## config.mk

```make
export PLATFORM = sky130hd
export DESIGN_NAME = rilc_top
export DESIGN_NICKNAME = d
export VERILOG_FILES = /design/src/verilog/rilc_pkg.sv /design/src/verilog/rilc_debounce.sv /design/src/verilog/rilc_top.sv
export SDC_FILE = /design/constraint.sdc
export NUM_CORES = 1
export LEC_CHECK = 0
export ABC_AREA = 1
export BUFFER_PORTS_ARGS = -buffer_cell sky130_fd_sc_hd__buf_2
export CORE_ASPECT_RATIO = 0.7
export CORE_MARGIN = 2
export CORE_UTILIZATION = 50
export DETAILED_ROUTE_END_ITERATION = 10
export GPL_TIMING_DRIVEN = 0
export PLACE_DENSITY = 0.73
export SLEW_MARGIN = 20
export SYNTH_ARGS = -nofsm -noshare
export SYNTH_HDL_FRONTEND = slang
export SYNTH_SLANG_ARGS = --single-unit
```

## constraint.sdc

```tcl
create_clock -name sys_clk -period 1.9 [get_ports sys_clk]
set_input_delay 0.19 -clock sys_clk [delete_from_list [all_inputs] [get_ports sys_clk]]
set_output_delay 0.19 -clock sys_clk [all_outputs]
set_load 0.005 [all_outputs]
```

## src/verilog/rilc_pkg.sv

```systemverilog
// constants, types and layout for the restart interlock and contactor check
// assumes one 100 MHz clock and a field-clear level from the beam logic
// What this block does
// - powers up plain safety mode, no interlocks, while both switches are off
// - restart inhibit holds outputs off until acknowledge
// - restart inhibit always brings start-up inhibit
// - start-up inhibit: outputs off until first acknowledge
// - contactors must switch within 200 ms
// - switching seen as falling contactor feedback edge
// - restart switch selects restart and start-up inhibit
// - separate switch selects contactor monitoring
// - both interlock functions inactive by default
// - two redundant outputs always switch together
package rilc_pkg;

	// timing
	localparam int CLK_FREQ_KHZ     = 100_000;
	localparam int SWITCH_TIME_MS   = 200;
	localparam int SWITCH_CYCLES    = SWITCH_TIME_MS * CLK_FREQ_KHZ;
	localparam int DEBOUNCE_TIME_MS = 10;
	localparam int DEBOUNCE_CYCLES  = DEBOUNCE_TIME_MS * CLK_FREQ_KHZ;
	localparam int CNT_W            = 25;
	localparam int DB_CNT_W         = 20;

	// register port
	localparam int              ADDR_W     = 4;
	localparam logic [ADDR_W-1:0] OFS_STATUS = 4'h0;
	localparam logic [ADDR_W-1:0] OFS_MASK   = 4'h4;
	localparam logic [ADDR_W-1:0] OFS_STATE  = 4'h8;

	// event bits, same layout in status and mask
	localparam int         EV_W          = 3;
	localparam int         EV_FIELD_LOST = 0;
	localparam int         EV_ACK        = 1;
	localparam int         EV_FAULT      = 2;
	localparam logic [2:0] EV_RESET      = 3'h0;
	localparam logic [2:0] MASK_RESET    = 3'h0;

	// state register bits
	localparam int ST_B_OUT     = 0;
	localparam int ST_B_RESTART = 1;
	localparam int ST_B_MONITOR = 2;
	localparam int ST_B_LOCK    = 3;
	localparam int ST_B_WAIT    = 4;

	// synchronised pin inputs
	localparam int         IN_W          = 3;
	localparam int         IN_FB         = 0;
	localparam int         IN_SW_RESTART = 1;
	localparam int         IN_SW_MONITOR = 2;
	// feedback idles high, switches idle off
	localparam logic [2:0] SYNC_RESET    = 3'h1;

	typedef enum logic [3:0]
	{
		RILC_OFF   = 4'h1,
		RILC_CHECK = 4'h2,
		RILC_ON    = 4'h4,
		RILC_LOCK  = 4'h8
	} rilc_state_e;

endpackage

```

## src/verilog/rilc_debounce.sv

```systemverilog
// two-stage synchroniser and debouncer for the acknowledge pin
// assumes the pin is asynchronous to sys_clk
module rilc_debounce
	import rilc_pkg::*;
#(
	parameter int CYCLES = DEBOUNCE_CYCLES
)
(
	// clock and reset
	input  wire logic sys_clk,
	input  wire logic rst_b,
	// pin side
	input  wire logic pin_raw,
	// debounced side
	output logic      level,
	output logic      rise
);

	typedef struct packed
	{
		logic                s1;
		logic                s2;
		logic                lvl;
		logic                rise;
		logic [DB_CNT_W-1:0] cnt;
	} rilc_db_s;

	rilc_db_s q_reg;
	rilc_db_s q_next;

	always_comb
	begin
		q_next      = q_reg;
		q_next.s1   = pin_raw;
		q_next.s2   = q_reg.s1;
		q_next.rise = 1'b0;
		// level must stay put for the full window before it is believed
		if (q_reg.s2 == q_reg.lvl)
		begin
			q_next.cnt = '0;
		end
		else if (q_reg.cnt == DB_CNT_W'(CYCLES - 1))
		begin
			q_next.cnt  = '0;
			q_next.lvl  = q_reg.s2;
			q_next.rise = q_reg.s2;
		end
		else
		begin
			q_next.cnt = q_reg.cnt + 1'b1;
		end
	end

	always_ff @(posedge sys_clk or negedge rst_b)
	begin
		if (!rst_b)
		begin
			q_reg <= '0;
		end
		else
		begin
			q_reg <= q_next;
		end
	end

	assign level = q_reg.lvl;
	assign rise  = q_reg.rise;

endmodule // rilc_debounce

```

## src/verilog/rilc_top.sv

```systemverilog
// safety output interlock: restart/start-up inhibit and contactor check
// assumes field_clear comes from beam logic on sys_clk; pins are asynchronous
//
// Implementation choices: the address map and the plain strobed port.
module rilc_top
	import rilc_pkg::*;
#(
	parameter int CHECK_CYCLES = SWITCH_CYCLES,
	parameter int DB_CYCLES    = DEBOUNCE_CYCLES
)
(
	// clock and reset
	input  wire logic              sys_clk,
	input  wire logic              rst_b,
	// beam logic
	input  wire logic              field_clear,
	// pins from the installation
	input  wire logic              ack_pin,
	input  wire logic              fb_pin,
	input  wire logic              sw_restart_pin,
	input  wire logic              sw_monitor_pin,
	// safety outputs
	output logic                   safety_switching_output_1,
	output logic                   safety_switching_output_2,
	// register port
	input  wire logic [ADDR_W-1:0] addr,
	input  wire logic [31:0]       wr_data,
	input  wire logic              wr_stb,
	input  wire logic              rd_stb,
	output logic [31:0]            rd_data,
	// interrupt
	output logic                   irq
);

	typedef struct packed
	{
		rilc_state_e       st;
		logic [CNT_W-1:0]  cnt;
		logic [IN_W-1:0]   s1;
		logic [IN_W-1:0]   s2;
		logic              fb_d;
		logic [EV_W-1:0]   status;
		logic [EV_W-1:0]   mask;
		logic [31:0]       rd;
		logic [1:0]        warm;
	} rilc_top_s;

	rilc_top_s q_reg;
	rilc_top_s q_next;

	logic            ack_level;
	logic            ack_rise;
	logic            restart_en;
	logic            monitor_en;
	logic            fb;
	logic            fb_fall;
	logic            out_on;
	logic [EV_W-1:0] ev;
	logic [EV_W-1:0] w1c;

	rilc_debounce #(
		.CYCLES (DB_CYCLES)
	) u_ack (
		.sys_clk (sys_clk),
		.rst_b   (rst_b),
		.pin_raw (ack_pin),
		.level   (ack_level),
		.rise    (ack_rise)
	);

	// switches are read live; start-up inhibit rides on the restart switch
	assign restart_en = q_reg.s2[IN_SW_RESTART];
	assign monitor_en = q_reg.s2[IN_SW_MONITOR];
	assign fb         = q_reg.s2[IN_FB];
	assign fb_fall    = q_reg.fb_d & ~fb;
	assign out_on     = (q_reg.st == RILC_CHECK) || (q_reg.st == RILC_ON);
	assign w1c        = (wr_stb && addr == OFS_STATUS) ? wr_data[EV_W-1:0] : '0;

	always_comb
	begin
		q_next      = q_reg;
		ev          = '0;
		q_next.s1   = {sw_monitor_pin, sw_restart_pin, fb_pin};
		q_next.s2   = q_reg.s1;
		q_next.fb_d = fb;
		// switch levels are stale until both synchroniser stages have filled
		q_next.warm = {q_reg.warm[0], 1'b1};
		case (q_reg.st)
			RILC_OFF:
			begin
				// acknowledge only counts with the field clear
				if (q_reg.warm[1] && field_clear
					&& (!restart_en || ack_rise))
				begin
					q_next.st     = RILC_CHECK;
					q_next.cnt    = '0;
					ev[EV_ACK]    = restart_en;
				end
			end
			RILC_CHECK:
			begin
				if (!field_clear)
				begin
					q_next.st         = RILC_OFF;
					ev[EV_FIELD_LOST] = 1'b1;
				end
				else if (!monitor_en || fb_fall)
				begin
					q_next.st = RILC_ON;
				end
				else if (q_reg.cnt == CNT_W'(CHECK_CYCLES - 1))
				begin
					q_next.st    = RILC_LOCK;
					ev[EV_FAULT] = 1'b1;
				end
				else
				begin
					q_next.cnt = q_reg.cnt + 1'b1;
				end
			end
			RILC_ON:
			begin
				if (!field_clear)
				begin
					q_next.st         = RILC_OFF;
					ev[EV_FIELD_LOST] = 1'b1;
				end
			end
			RILC_LOCK:
			begin
				// only a reset leaves the lockout
				q_next.st = RILC_LOCK;
			end
			default:
			begin
				q_next.st = RILC_LOCK;
			end
		endcase
		// a new event beats a clear in the same cycle
		q_next.status = (q_reg.status & ~w1c) | ev;
		if (wr_stb && addr == OFS_MASK)
		begin
			q_next.mask = wr_data[EV_W-1:0];
		end
		q_next.rd = '0;
		if (rd_stb)
		begin
			case (addr)
				OFS_STATUS: q_next.rd[EV_W-1:0] = q_reg.status;
				OFS_MASK:   q_next.rd[EV_W-1:0] = q_reg.mask;
				OFS_STATE:
				begin
					q_next.rd[ST_B_OUT]     = out_on;
					q_next.rd[ST_B_RESTART] = restart_en;
					q_next.rd[ST_B_MONITOR] = monitor_en;
					q_next.rd[ST_B_LOCK]    = q_reg.st == RILC_LOCK;
					q_next.rd[ST_B_WAIT]    = (q_reg.st == RILC_OFF) && restart_en;
				end
				default:    q_next.rd = '0;
			endcase
		end
	end

	// power-up lands in off with plain mode unless a switch says otherwise
	always_ff @(posedge sys_clk or negedge rst_b)
	begin
		if (!rst_b)
		begin
			q_reg        <= '0;
			q_reg.st     <= RILC_OFF;
			q_reg.s1     <= SYNC_RESET;
			q_reg.s2     <= SYNC_RESET;
			q_reg.fb_d   <= 1'b1;
			q_reg.status <= EV_RESET;
			q_reg.mask   <= MASK_RESET;
		end
		else
		begin
			q_reg <= q_next;
		end
	end

	// both channels from one decode so they never disagree
	assign safety_switching_output_1 = out_on;
	assign safety_switching_output_2 = out_on;
	assign rd_data                   = q_reg.rd;
	assign irq                       = |(q_reg.status & q_reg.mask);
endmodule // rilc_top
```

Word level (Yosys, flattened, before mapping)
Index checks and enable logic that the tools add are counted.

cells by class
  bitwise operators = 7
  muxes and demuxes = 26
  reduce and logical (&&, ||, !) cells = 17
  equal/unequal tests = 15
  add/sub/neg operators = 2

operators with widths
  operator                                               number
  2-to-1 mux 25 bit                                      3
  one-hot mux 25 bit (2 select lines)                    1
  2-to-1 mux 20 bit                                      2
  2-to-1 mux 29 bit                                      1
  adder 25 x 1 -> 25 bit, second input constant          1
  equality test 25 bit, second input constant            1
  adder 20 x 1 -> 20 bit, second input constant          1
  equality test 20 bit, second input constant            1
  2-to-1 mux 4 bit                                       4
  one-hot mux 4 bit (3 select lines)                     1
  2-to-1 mux 1 bit                                       10
  inequality test 2 bit, second input constant           5
  one-hot mux 3 bit (3 select lines)                     1
  equality test 4 x 3 -> 1 bit, second input constant    2
  equality test 4 bit, second input constant             2
  bitwise AND 3 bit                                      2
  logical AND 1 bit                                      5
  2-to-1 mux 5 bit                                       1
  AND reduction 5 bit                                    1
  equality test 4 x 1 -> 1 bit, second input constant    1
  equality test 4 x 2 -> 1 bit, second input constant    1
  zero test 4 bit                                        1
  inequality test 4 x 2 -> 1 bit, second input constant  1
  logical OR 1 bit                                       3
  13 further kinds                                       15

storage, ports and cells
  input port bits = 45
  logic and storage cells = 81
  output and inout port bits = 35
  register bits after elaboration = 100

Logic depth before layout (Yosys ltp)
Gate-level depths: netlist of run 1.

  depth after elaboration = 7
  gate-level depth with buffers = 11
  mapped depth without buffers = 11

By module
A second synthesis of run 1 with hierarchy kept.

second synthesis, totals
  cell total of the unflattened synthesis = 583
  area total of the unflattened synthesis = 4,418.0 µm²

modules (own cells, without submodules)
  module         times used  sequential area each (µm²)  area each (µm²)  cells each
  rilc_top       1           1,231.2                     3,022.9          416
  rilc_debounce  1           600.6                       1,395.1          167

Worst setup path before layout of run 1
Ideal clock, no wire load.

  kind = register -> register
  from = register q_reg[47] (netlist bit)
  to = register q_reg[55] (netlist bit)
  slack = 437 ps
  data arrival time = 1,346 ps
  buffers on the path = 1
  data required time = 1,784 ps
  cell stages (with the launch flop) = 12
  period minus slack after synthesis = 1,463 ps
  setup time = 116 ps
  cell sequence = dfrtp_1 > ha_1 > nand2_2 > nor2_2 > nand2_2 > inv_1 > nand3_1 > nand2_2 > o21ai_4 > buf_6 > nand2_1 > nand2_1

on the way
  longest elaborated chain between the ends = 5
  elaborated cells on any way between the ends = 8
  those cells by class = 1 x add/sub; 2 x eq/ne; 4 x mux; 1 x reduce/logical

ends and longest elaborated chain
  item                                 RTL line         source
  start: declaration                   rilc_top.sv:48   rilc_top_s q_reg;
  start signal: assignment             rilc_top.sv:179  q_reg <= q_next;
  adder 25 x 1 -> 25 bit               rilc_top.sv:118  q_next.cnt = q_reg.cnt + 1'b1;
  2-to-1 mux 25 bit                    rilc_top.sv:111  else if (q_reg.cnt == CNT_W'(CHECK_CYCLES - 1))
  2-to-1 mux 25 bit                    rilc_top.sv:107  else if (!monitor_en || fb_fall)
  2-to-1 mux 25 bit                    rilc_top.sv:102  if (!field_clear)
  one-hot mux 25 bit (2 select lines)  rilc_top.sv:88   case (q_reg.st)

Parallel ways exist; a longest one is shown, timed or not. The select of a mux whose other input is x is not followed.
A chain may end at the register's enable or synchronous reset.

Worst setup path after layout of run 1
  from = register q_reg[72] (netlist bit)
  to = output safety_switching_output_2

on the way
  longest elaborated chain between the ends = 2
  elaborated cells on any way between the ends = 3
  those cells by class = 2 x eq/ne; 1 x reduce/logical

ends and longest elaborated chain
  item                                                                          RTL line        source
  equality test 4 x 2 -> 1 bit or equality test 4 x 3 -> 1 bit (tied branches)  rilc_top.sv:76  assign out_on = (q_reg.st == RILC_CHECK) || (q_reg.st == RILC_ON);
  logical OR 1 bit *                                                            rilc_top.sv:76
  end: declaration                                                              rilc_top.sv:24  output logic safety_switching_output_2,

Mark *: on every way between the ends. The rest lies on a longest branch, timed or not.

==> qor.yml, run 1 <==
run_status:
  status: "completed"
worst_setup_path:
  slowest_delay_ns: 0.53
  reg2regPathDepth: 8
  reg2reg_to: "u_ack.q_reg[16]$_DFF_PN0_"
  rrSetupSlack_ns: 0.11
  slowest_stage: "dfstp_2"
  critPathMaxFanout: 8
  critPathTopFamily: "flip-flops"
  worst-path-buf-inv: 4
  path_cells: "inv_1, nand3_4, inv_4, or2_4, buf_4, buf_2"
  cp-start-kind: "flip-flop"
  cp-end-kind: "primary output"
  crit_type: "reg -> out"
  worstReg2RegStart: "u_ack.q_reg[0]$_DFF_PN0_"
  cp.required_ns: 1.71
  cp.arrival_ns: 1.61
sta:
  finalSetupViolations: 0
  clock.fmax_mhz: 557
  min_period_ns: 1.80
  fin_crit_sh_pct: 94.5
  finalClockSkew_ns: 0.00570
  drv_slew: 0
  finalHoldViolations: 0
global_routing:
  grt_usage_pct: 22.0
  grt_max_degree: 45
  antenna_found_initial: 0
  grt_pass1_vias: 3458
  grt_first_pass_wirelength_mm: 16.1
  grt.overflow.total: 0
min_path:
  hold_depth: 3
  hp-start: "rd_stb"
  min_to: "rd_data[0]$_DFF_PN0_"
  hold_path_class: "in -> reg"
drt:
  wl_mm: 9.30
  firstDrtPassIters: 5
  num_vias: 3823
  drc: 0
  initialDrtViolationCount: 287
  final_antenna_net_count: 0
  wl_per_cell_microns: 11.8
  viasPerCell: 4.84
placement:
  place_congestion: 0.981
  io_buffers: 23
  dpl.hpwl_mm: 6.83
  dpl_cell_area_sq_um: 4680
die:
  core_sq_um: 8410
  start_util_pct: 51.3
  rows: 28
  die_h_microns: 81.7
  die-area_sq_um: 9390
  top_level_ports: 80
  die_w_microns: 115
logic_synthesis:
  yosysTopAreaCell: "dfrtp_1"
  ys.flop_type: "dfrtp_1"
  synth_top_area_share_pct: 40.0
  synth_edf_count: 0
  seq_area_frac_synth_pct: 42.5
  synthTopCellsByCount: "nand2_1 (203), nor2_1 (107), dfrtp_1 (69)"
  yosys-top-cells-area: "dfrtp_1 (40%), nand2_1 (18%), nor2_1 (9.3%)"
  synth-seq-cells: 73
  syn_area_per_cell_sq_um: 7.07
  synth_cell_types: 35
  yosysMostFrequentCell: "nand2_1"
  synthesis.instances: 610
  synthArstFlopShare_pct: 100
  yosys_warnings: 0
  netlist_area_sq_um: 4310
clocking:
  numClockSinks: 73
  ctsHtreeMaxLevel: 3
  cts_buffer_depth: 2
  tritoncts: "built"
  cts_made_buffers: 9
  cts_root_buf: "clkbuf_16"
  clock_latency_ns: 0.33
  cts.clk_slew.worst_paths_ns: 0.06
layout:
  design_area_sq_um: 5080
  diodes: 0
  nets: 727
  drive_gt1_share_pct: 15.5
  area_growth_pct: 17.7
  largest_register_ffs: 38
power_and_ir_drop:
  swShare_pct: 22.1
  seq_power_share_pct: 46.8
  p_comb_share_pct: 5.2
  vdd_drop_max_uv: 546
  clockPowerShare_pct: 48.0
  netSwitchingPower_uw: 766
  p_int_uw: 2690
  p_leak_uw: 0.00255
  power_uw: 3460
  p_per_area_nw_per_um2: 682
run:
  cap_violations: 0
final cells by class:
class	instances	area (sq um)
Clock buffer	11	233
Clock inverter	5	56.3
Multi-Input combinational cell	455	2040
Inverter	69	262
Tap cell	105	131
Timing Repair Buffer	33	218
Buffer	39	303
Sequential cell	73	1830
Fill cell	753	3330
worst min-delay path: stages:
cell     delay (ns)
buf_2          0.13
inv_1          0.05
a31oi_1        0.03
cells in the final DEF (no fill, tap or decap), drive strengths merged:
cell type,count
nand3,32
nand2,208
buf,67
conb,28
clkbuf,11
nor4,1
ha,2
dfrtp,69
bufinv,1
a211oi,1
a31oi,1
nor3b,1
o21ai,18
nand4,8
o211ai,1
dfstp,4
nor2,111
o31ai,1
a21oi,6
nor3,17
or2,2
xor2,13
dlygate4sd3,5
xnor2,2
clkinv,3
inv,69
o21bai,1
clkinvlp,1
o21a,1
worst max path at each step:
stage / from / endpoint / slack [ns] / depth (start not counted)
floorplan: q_reg[47]$_DFFE_PN0P_ / q_reg[55]$_DFFE_PN0P_ / 0.44 / 11
global placement: u_ack.q_reg[0]$_DFF_PN0_ / u_ack.q_reg[16]$_DFF_PN0_ / 0.17 / 8
detailed placement: u_ack.q_reg[0]$_DFF_PN0_ / u_ack.q_reg[16]$_DFF_PN0_ / 0.08 / 8
CTS: q_reg[72]$_DFFE_PN1P_ / safety_switching_output_2 / 0.02 / 6
global route: q_reg[47]$_DFFE_PN0P_ / q_reg[62]$_DFFE_PN0P_ / -0.005 / 11
finish: q_reg[72]$_DFFE_PN1P_ / safety_switching_output_2 / 0.10 / 6
power by group through the flow:
stage | registers (uW) | clock network (uW) | logic (uW)
3_5_place_dp | 1640 | 0 | 172
2_1_floorplan | 1640 | 0 | 101
3_3_place_gp | 1640 | 0 | 163
6_report | 1620 | 1660 | 181
5_1_grt | 1620 | 1780 | 208
4_1_cts | 1620 | 1700 | 180
layer usage:
| layer | wire (microns) | vias up | track usage, % |
|---|---|---|---|
| li1 | - | 1950 | - |
| met1 | 4690 | 1740 | 32.0 |
| met2 | 3950 | 121 | 32.5 |
| met3 | 543 | 12 | 5.09 |
| met4 | 117 | 0 | 7.23 |
| met5 | 0 | - | 0 |
stage by stage:
stage	instances	setup WS (ns)	TNS, ns	util (%)	hold slack (ns)
global route	790	-0.00530	-0.00670	60.4	0.0847
finish	790	0.104	0	60.4	0.0987
detailed placement	765	0.0767	0	55.6	0.145
floorplan	636	0.437	0	-	-0.106
CTS	786	0.0192	0	59.8	0.0844
global placement	764	0.171	0	55.4	0.296
what timing repair did:
action,CTS,global route
hold endpoints to repair,33,0
resized for setup,3,3
endpoints found under the setup margin,1,5
pin swaps,0,2
hold buffers,5,0
buffers inserted,0,4
kinds of logic after synthesis:
family | Yosys count | share of synthesized area [%]
simple gates | 380 | 36.6
buf+inv | 108 | 13.0
flops | 73 | 42.5
compound gates | 30 | 4.06
xor+xnor | 15 | 3.05
fa+ha+maj | 2 | 0.580
other cells | 2 | 0.174
Note: power is estimated with default switching activity, not from simulation.
==> run 2: changes to the inputs <==
Settings changed: CORE_UTILIZATION 50 to 56, PLACE_DENSITY 0.73 to 0.8.
==> run 2 against run 1 <==
Compared with the run above:
- wire length up 3.6%
- final cell count down 1.0%
- critical endpoint unchanged
- power decreased by 8.7%
- largest cell class unchanged
==> qor.yml, run 2 (synthesis gave the netlist of run 1 again) <==
run_status:
  status: "completed"
drt:
  firstDrtPassIters: 5  # unchanged
  num_vias: 3833  # +0.26%
  wl_mm: 9.64  # +3.6%
  initialDrtViolationCount: 313  # +9.1%
  final_antenna_net_count: 0  # unchanged
  wl_per_cell_microns: 12.3  # +4.7%
  viasPerCell: 4.90  # +1.3%
  drc: 0  # unchanged
clocking:
  cts.clk_slew.worst_paths_ns: 0.08  # +0.02 ns
  cts_buffer_depth: 2  # unchanged
  numClockSinks: 73  # unchanged
  cts_root_buf: "clkbuf_8"
  cts_made_buffers: 9  # unchanged
  ctsHtreeMaxLevel: 3  # unchanged
  clock_latency_ns: 0.35  # +0.02 ns
  tritoncts: "built"
sta:
  clock.fmax_mhz: 548  # -1.6%
  worst_pin_slew_ns: 0.530
  setup_ws_ns: 0.0743  # -0.0297 ns
  drv_slew: 0  # unchanged
  setup-tns-final_ns: 0  # unchanged
  finalHoldViolations: 0  # unchanged
  finalClockSkew_ns: 0.00839  # +0.00268 ns
  relSlewSlack_pct: 64.3
  finalSetupViolations: 0  # unchanged
  fin_crit_sh_pct: 96.1  # +1.6 points
  min_period_ns: 1.83  # +0.0297 ns
power_and_ir_drop:
  p_int_uw: 2420  # -10%
  swShare_pct: 23.4  # +1.2 points
  p_comb_share_pct: 5.8  # +0.6 points
  p_per_area_nw_per_um2: 634  # -7.0%
  power_uw: 3160  # -8.7%
  p_leak_uw: 0.00251  # -1.5%
  vdd_drop_max_uv: 396  # -28%
  seq_power_share_pct: 51.1  # +4.3 points
  netSwitchingPower_uw: 738  # -3.6%
  clockPowerShare_pct: 43.1  # -4.9 points
die:
  start_util_pct: 58.4  # +7.1 points
  rows: 26  # -7.1%
  die_h_microns: 77.4  # -5.2%
  die_w_microns: 109  # -5.3%
  core_sq_um: 7380  # -12%
  die-area_sq_um: 8430  # -10%
  top_level_ports: 80  # unchanged
global_routing:
  antenna_found_initial: 0  # unchanged
  grt.overflow.total: 0  # unchanged
  grt_usage_pct: 24.7  # +2.7 points
  grt_pass1_vias: 3455  # -0.087%
  grt_first_pass_wirelength_mm: 16.3  # +1.7%
  grt_max_degree: 44  # -2.2%
placement:
  post-place-ws_ns: 0.154  # +0.0773 ns
  place_congestion: 0.938  # -4.4%
  dpl.hpwl_mm: 7.02  # +2.7%
  io_buffers: 23  # unchanged
worst_setup_path:
  rrSetupSlack_ns: 0.12  # about the same
  startpoint: "q_reg[72]$_DFFE_PN1P_"
  reg2regPathDepth: 11  # +3
  cp-end-kind: "primary output"
  reg2reg_to: "q_reg[58]$_DFFE_PN0P_"
  worstReg2RegStart: "q_reg[47]$_DFFE_PN0P_"
  critPathMaxFanout: 8  # unchanged
  crit_type: "reg -> out"
  endpoint: "safety_switching_output_2"
  cp.required_ns: 1.71  # about the same
  cp.arrival_ns: 1.64  # +0.03 ns
  cp-start-kind: "flip-flop"
run:
  cap_violations: 0  # unchanged
layout:
  area_growth_pct: 15.6
  final_common_cell: "nand2_1"
  diodes: 0  # unchanged
  largest_register_ffs: 38  # unchanged
  final_cell_mix: "nand2_1 (202), nor2_1 (107), dfrtp_1 (69)"
  fillCellCount: 626  # -17%
  drive_gt1_share_pct: 15.5  # +0.023 points
  nets: 726  # -0.14%
min_path:
  hold_path_class: "in -> reg"
## run 2: repair_timing
item                       in CTS  in global routing
hold endpoints to repair       34                  0
gates resized for setup         3                  4
buffers inserted                0                  3
pin swaps                       1                  0
hold buffers                    5                  0
setup endpoints to repair       2                  6
## run 2: worst min-delay path by stage
stage                       from               endpoint  slack, ns  cells past startpoint
after floorplan            rst_b   monitor_en$_DFF_PN0_      -0.11                      0
after global placement    fb_pin   q_next[41]$_DFF_PN1_       0.30                      1
after detailed placement   rst_b  q_reg[58]$_DFFE_PN0P_       0.15                      1
after CTS                 rd_stb   rd_data[2]$_DFF_PN0_       0.07                      3
after global routing      rd_stb   rd_data[1]$_DFF_PN0_       0.08                      3
final                     rd_stb   rd_data[2]$_DFF_PN0_       0.08                      3
## run 2: final cells by class
type                            instances  area (sq um)  area share, %
Clock buffer                           10           128           2.56
Tap cell                               98           123           2.46
Sequential cell                        73          1830           36.7
Buffer                                 39           303           6.07
Timing Repair Buffer                   32           210           4.22
Inverter                               69           262           5.24
Multi-Input combinational cell        455          2040           40.9
Clock inverter                          6          90.1           1.81
## run 2: worst max-delay path, stage by stage, from the launching register on
cell and delay (ns):
dfstp_2 0.55, inv_2 0.06, nand3_4 0.09, inv_4 0.07, or2_4 0.28, buf_4 0.13
buf_2 0.11
## run 2: power by group through the flow
| stage | combinational (uW) | clock [uW] | sequential (uW) |
|---|---|---|---|
| 2_1_floorplan | 101 | 0 | 1640 |
| 3_5_place_dp | 172 | 0 | 1640 |
| 5_1_grt | 211 | 1470 | 1620 |
| 3_3_place_gp | 163 | 0 | 1640 |
| 4_1_cts | 183 | 1390 | 1610 |
| 6_report | 184 | 1360 | 1610 |
## run 2: per-stage QoR
stage	hold WS (ns)	instance area, sq um	std cells	utilization, %
after floorplan	-0.106	4410	636	-
after global placement	0.299	4650	757	62.9
after detailed placement	0.155	4670	758	63.2
after CTS	0.0687	4950	779	67.0
after global routing	0.0811	4990	782	67.5
final	0.0797	4990	782	67.5
## run 2: routing by layer
metal / global-route usage [%] / vias up / share of wire [%]
met4: 5.77 / 0 / 0.97
li1: - / 1951 / -
met5: 0 / - / 0
met1: 36.8 / 1765 / 49
met2: 37.0 / 107 / 44
met3: 5.21 / 10 / 5.7
==> run 3: changes to the inputs <==
Settings changed: CORE_UTILIZATION 56 to 58, CTS_BUF_LIST set to sky130_fd_sc_hd__clkbuf_8, PLACE_DENSITY 0.8 to 0.83.
==> run 3 against run 2 <==
Compared with the run above:
- first-iteration DRC count decreased by 28%
- die area decreased by 3.3%
- clock-buffer cell count decreased by 1
- final cell count unchanged
- clock skew about the same
- via count increased by 0.97%
- combinational power about the same
- hold slack improved by 0.00092 ns
- worst setup slack got worse by 0.020 ns
- sequential power about the same
==> qor.yml, run 3 (synthesis gave the netlist of run 1 again) <==
min_path:
  hp-start: "rd_stb"
  min_to: "rd_data[1]$_DFF_PN0_"
  hold_depth: 3  # unchanged
  hold_path_class: "in -> reg"
sta:
  min_period_ns: 1.85  # +0.0195 ns
  drv_slew: 0  # unchanged
  finalSetupViolations: 0  # unchanged
  rsz0062_at_grt: "yes"
  setup-tns-final_ns: 0  # unchanged
  relSlewSlack_pct: 65.0  # +0.67 points
  finalClockSkew_ns: 0.00827  # -0.000117 ns
  finalHoldViolations: 0  # unchanged
  fin_crit_sh_pct: 97.1  # +1.0 points
  worst_pin_slew_ns: 0.520  # -0.0100 ns
  clock.fmax_mhz: 542  # -1.1%
layout:
  post_layout_nonfiller_instances: 782  # unchanged
  final_common_cell: "nand2_1"
  multi_input_area_sq_um: 2040  # -0.12%
  area_growth_pct: 14.5
  final_cell_mix: "nand2_1 (203), nor2_1 (107), dfrtp_1 (69)"
  largest_register_ffs: 38  # unchanged
  final-seq-area_sq_um: 1830  # unchanged
  diodes: 0  # unchanged
  nets: 726  # unchanged
  drive_gt1_share_pct: 15.5  # unchanged
  fillCellCount: 622  # -0.64%
run:
  cap_violations: 0  # unchanged
worst_setup_path:
  crit_type: "reg -> out"
  reg2reg_to: "q_reg[68]$_DFFE_PN0P_"
  rrSetupSlack_ns: 0.14  # +0.02 ns
  reg2regPathDepth: 11  # unchanged
  cp-end-kind: "primary output"
  cp.required_ns: 1.71  # about the same
  worstReg2RegStart: "q_reg[47]$_DFFE_PN0P_"
  cp.arrival_ns: 1.66  # +0.02 ns
  critPathMaxFanout: 5  # -3
  cp-start-kind: "flip-flop"
die:
  start_util_pct: 59.4  # +1.0 points
  die_h_microns: 76.1  # -1.7%
  top_level_ports: 80  # unchanged
  die-area_sq_um: 8150  # -3.3%
  die_w_microns: 107  # -1.7%
  rows: 26  # unchanged
  core_sq_um: 7250  # -1.8%
global_routing:
  grt_usage_pct: 26.0  # +1.3 points
  grt_pass1_vias: 3613  # +4.6%
  grt_max_degree: 45  # +2.3%
  antenna_found_initial: 0  # unchanged
  grt.overflow.total: 0  # unchanged
  grt_first_pass_wirelength_mm: 16.8  # +2.9%
placement:
  dp.cells: 758  # unchanged
  place_congestion: 0.967  # +3.0%
  io_buffers: 23  # unchanged
  dpl.hpwl_mm: 7.23  # +3.0%
drt:
  viasPerCell: 4.95  # +0.97%
  num_vias: 3870  # +0.97%
  final_antenna_net_count: 0  # unchanged
  wl_per_cell_microns: 12.5  # +1.3%
  drc: 0  # unchanged
  firstDrtPassIters: 5  # unchanged
  initialDrtViolationCount: 224  # -28%
  wl_mm: 9.76  # +1.3%
run_status:
  status: "completed"
clocking:
  numClockSinks: 73  # unchanged
  cts.clk_slew.worst_paths_ns: 0.08  # about the same
  clock_latency_ns: 0.35  # about the same
  cts_root_buf: "clkbuf_8"
  ctsHtreeMaxLevel: 3  # unchanged
  cts_buffer_depth: 2  # unchanged
  cts_made_buffers: 9  # unchanged
  tritoncts: "built"
power_and_ir_drop:
  p_leak_uw: 0.00249  # -0.72%
  p_per_area_nw_per_um2: 585  # -7.7%
  vdd_drop_max_uv: 408  # +3.2%
[run 3: changes by cell type in the layout (fill, tap and decap cells not counted), sizes merged]
cell and delta:
clkinv +4, bufinv -2, clkbuf -1, inv -1
[run 3: worst max-delay path by stage]
stage                                        start                   endpoint
after CTS                    q_reg[72]$_DFFE_PN1P_  safety_switching_output_2
after floorplan              q_reg[47]$_DFFE_PN0P_      q_reg[55]$_DFFE_PN0P_
final                        q_reg[72]$_DFFE_PN1P_  safety_switching_output_2
after detailed placement  u_ack.q_reg[0]$_DFF_PN0_  u_ack.q_reg[14]$_DFF_PN0_
after global routing         q_reg[72]$_DFFE_PN1P_  safety_switching_output_2
after global placement    u_ack.q_reg[0]$_DFF_PN0_  u_ack.q_reg[16]$_DFF_PN0_
[run 3: metal layers]
layer | vias to the layer above | global-route usage (%) | wire length (microns)
li1 | 1956 | - | -
met1 | 1757 | 37.7 | 4540
met2 | 144 | 39.0 | 4390
met3 | 13 | 6.33 | 726
met4 | 0 | 7.53 | 105
met5 | - | 0 | 0
[run 3: layout make-up]
class                           count  share of cell area (%)
Clock buffer                        9                    2.51
Multi-Input combinational cell    455                    41.3
Tap cell                           98                    2.48
Inverter                           69                    5.30
Buffer                             39                    6.14
Clock inverter                      7                   0.913
Timing Repair Buffer               32                    4.26
Sequential cell                    73                    37.1
[run 3: critical path: stages, from the launching register on]
cell	delay (ns)
dfstp_2	0.54
inv_1	0.07
nand2_1	0.11
nor3_2	0.06
or2_4	0.28
buf_4	0.13
buf_2	0.11
[run 3: through the flow]
stage	utilization [%]	power, uW	hold slack (ns)	setup slack, ns	cell area [sq um]
after detailed placement	64.4	1820	0.142	0.160	4670
after floorplan	-	1740	-0.106	0.437	4410
after global placement	64.1	1810	0.295	0.161	4650
final	68.0	2890	0.0806	0.0548	4930
after global routing	68.0	3000	0.0774	-0.0148	4930
after CTS	67.6	2900	0.0720	0.00780	4900
[run 3: repair_timing]
item,CTS,global route
gates resized for setup,3,2
buffers inserted,0,3
endpoints found under the hold margin,33,0
hold buffers,5,0
cloned,0,0
pin swaps,1,1
setup endpoints to repair,2,5
[run 3: power breakdown]
group	internal, uW	switching (uW)	total, uW	leakage [uW]
Combinational	82.8	100	183	0.00143
Clock	471	616	1090	0.0000891
Sequential	1590	23.6	1610	0.000973
Total	2150	740	2880	0.00249
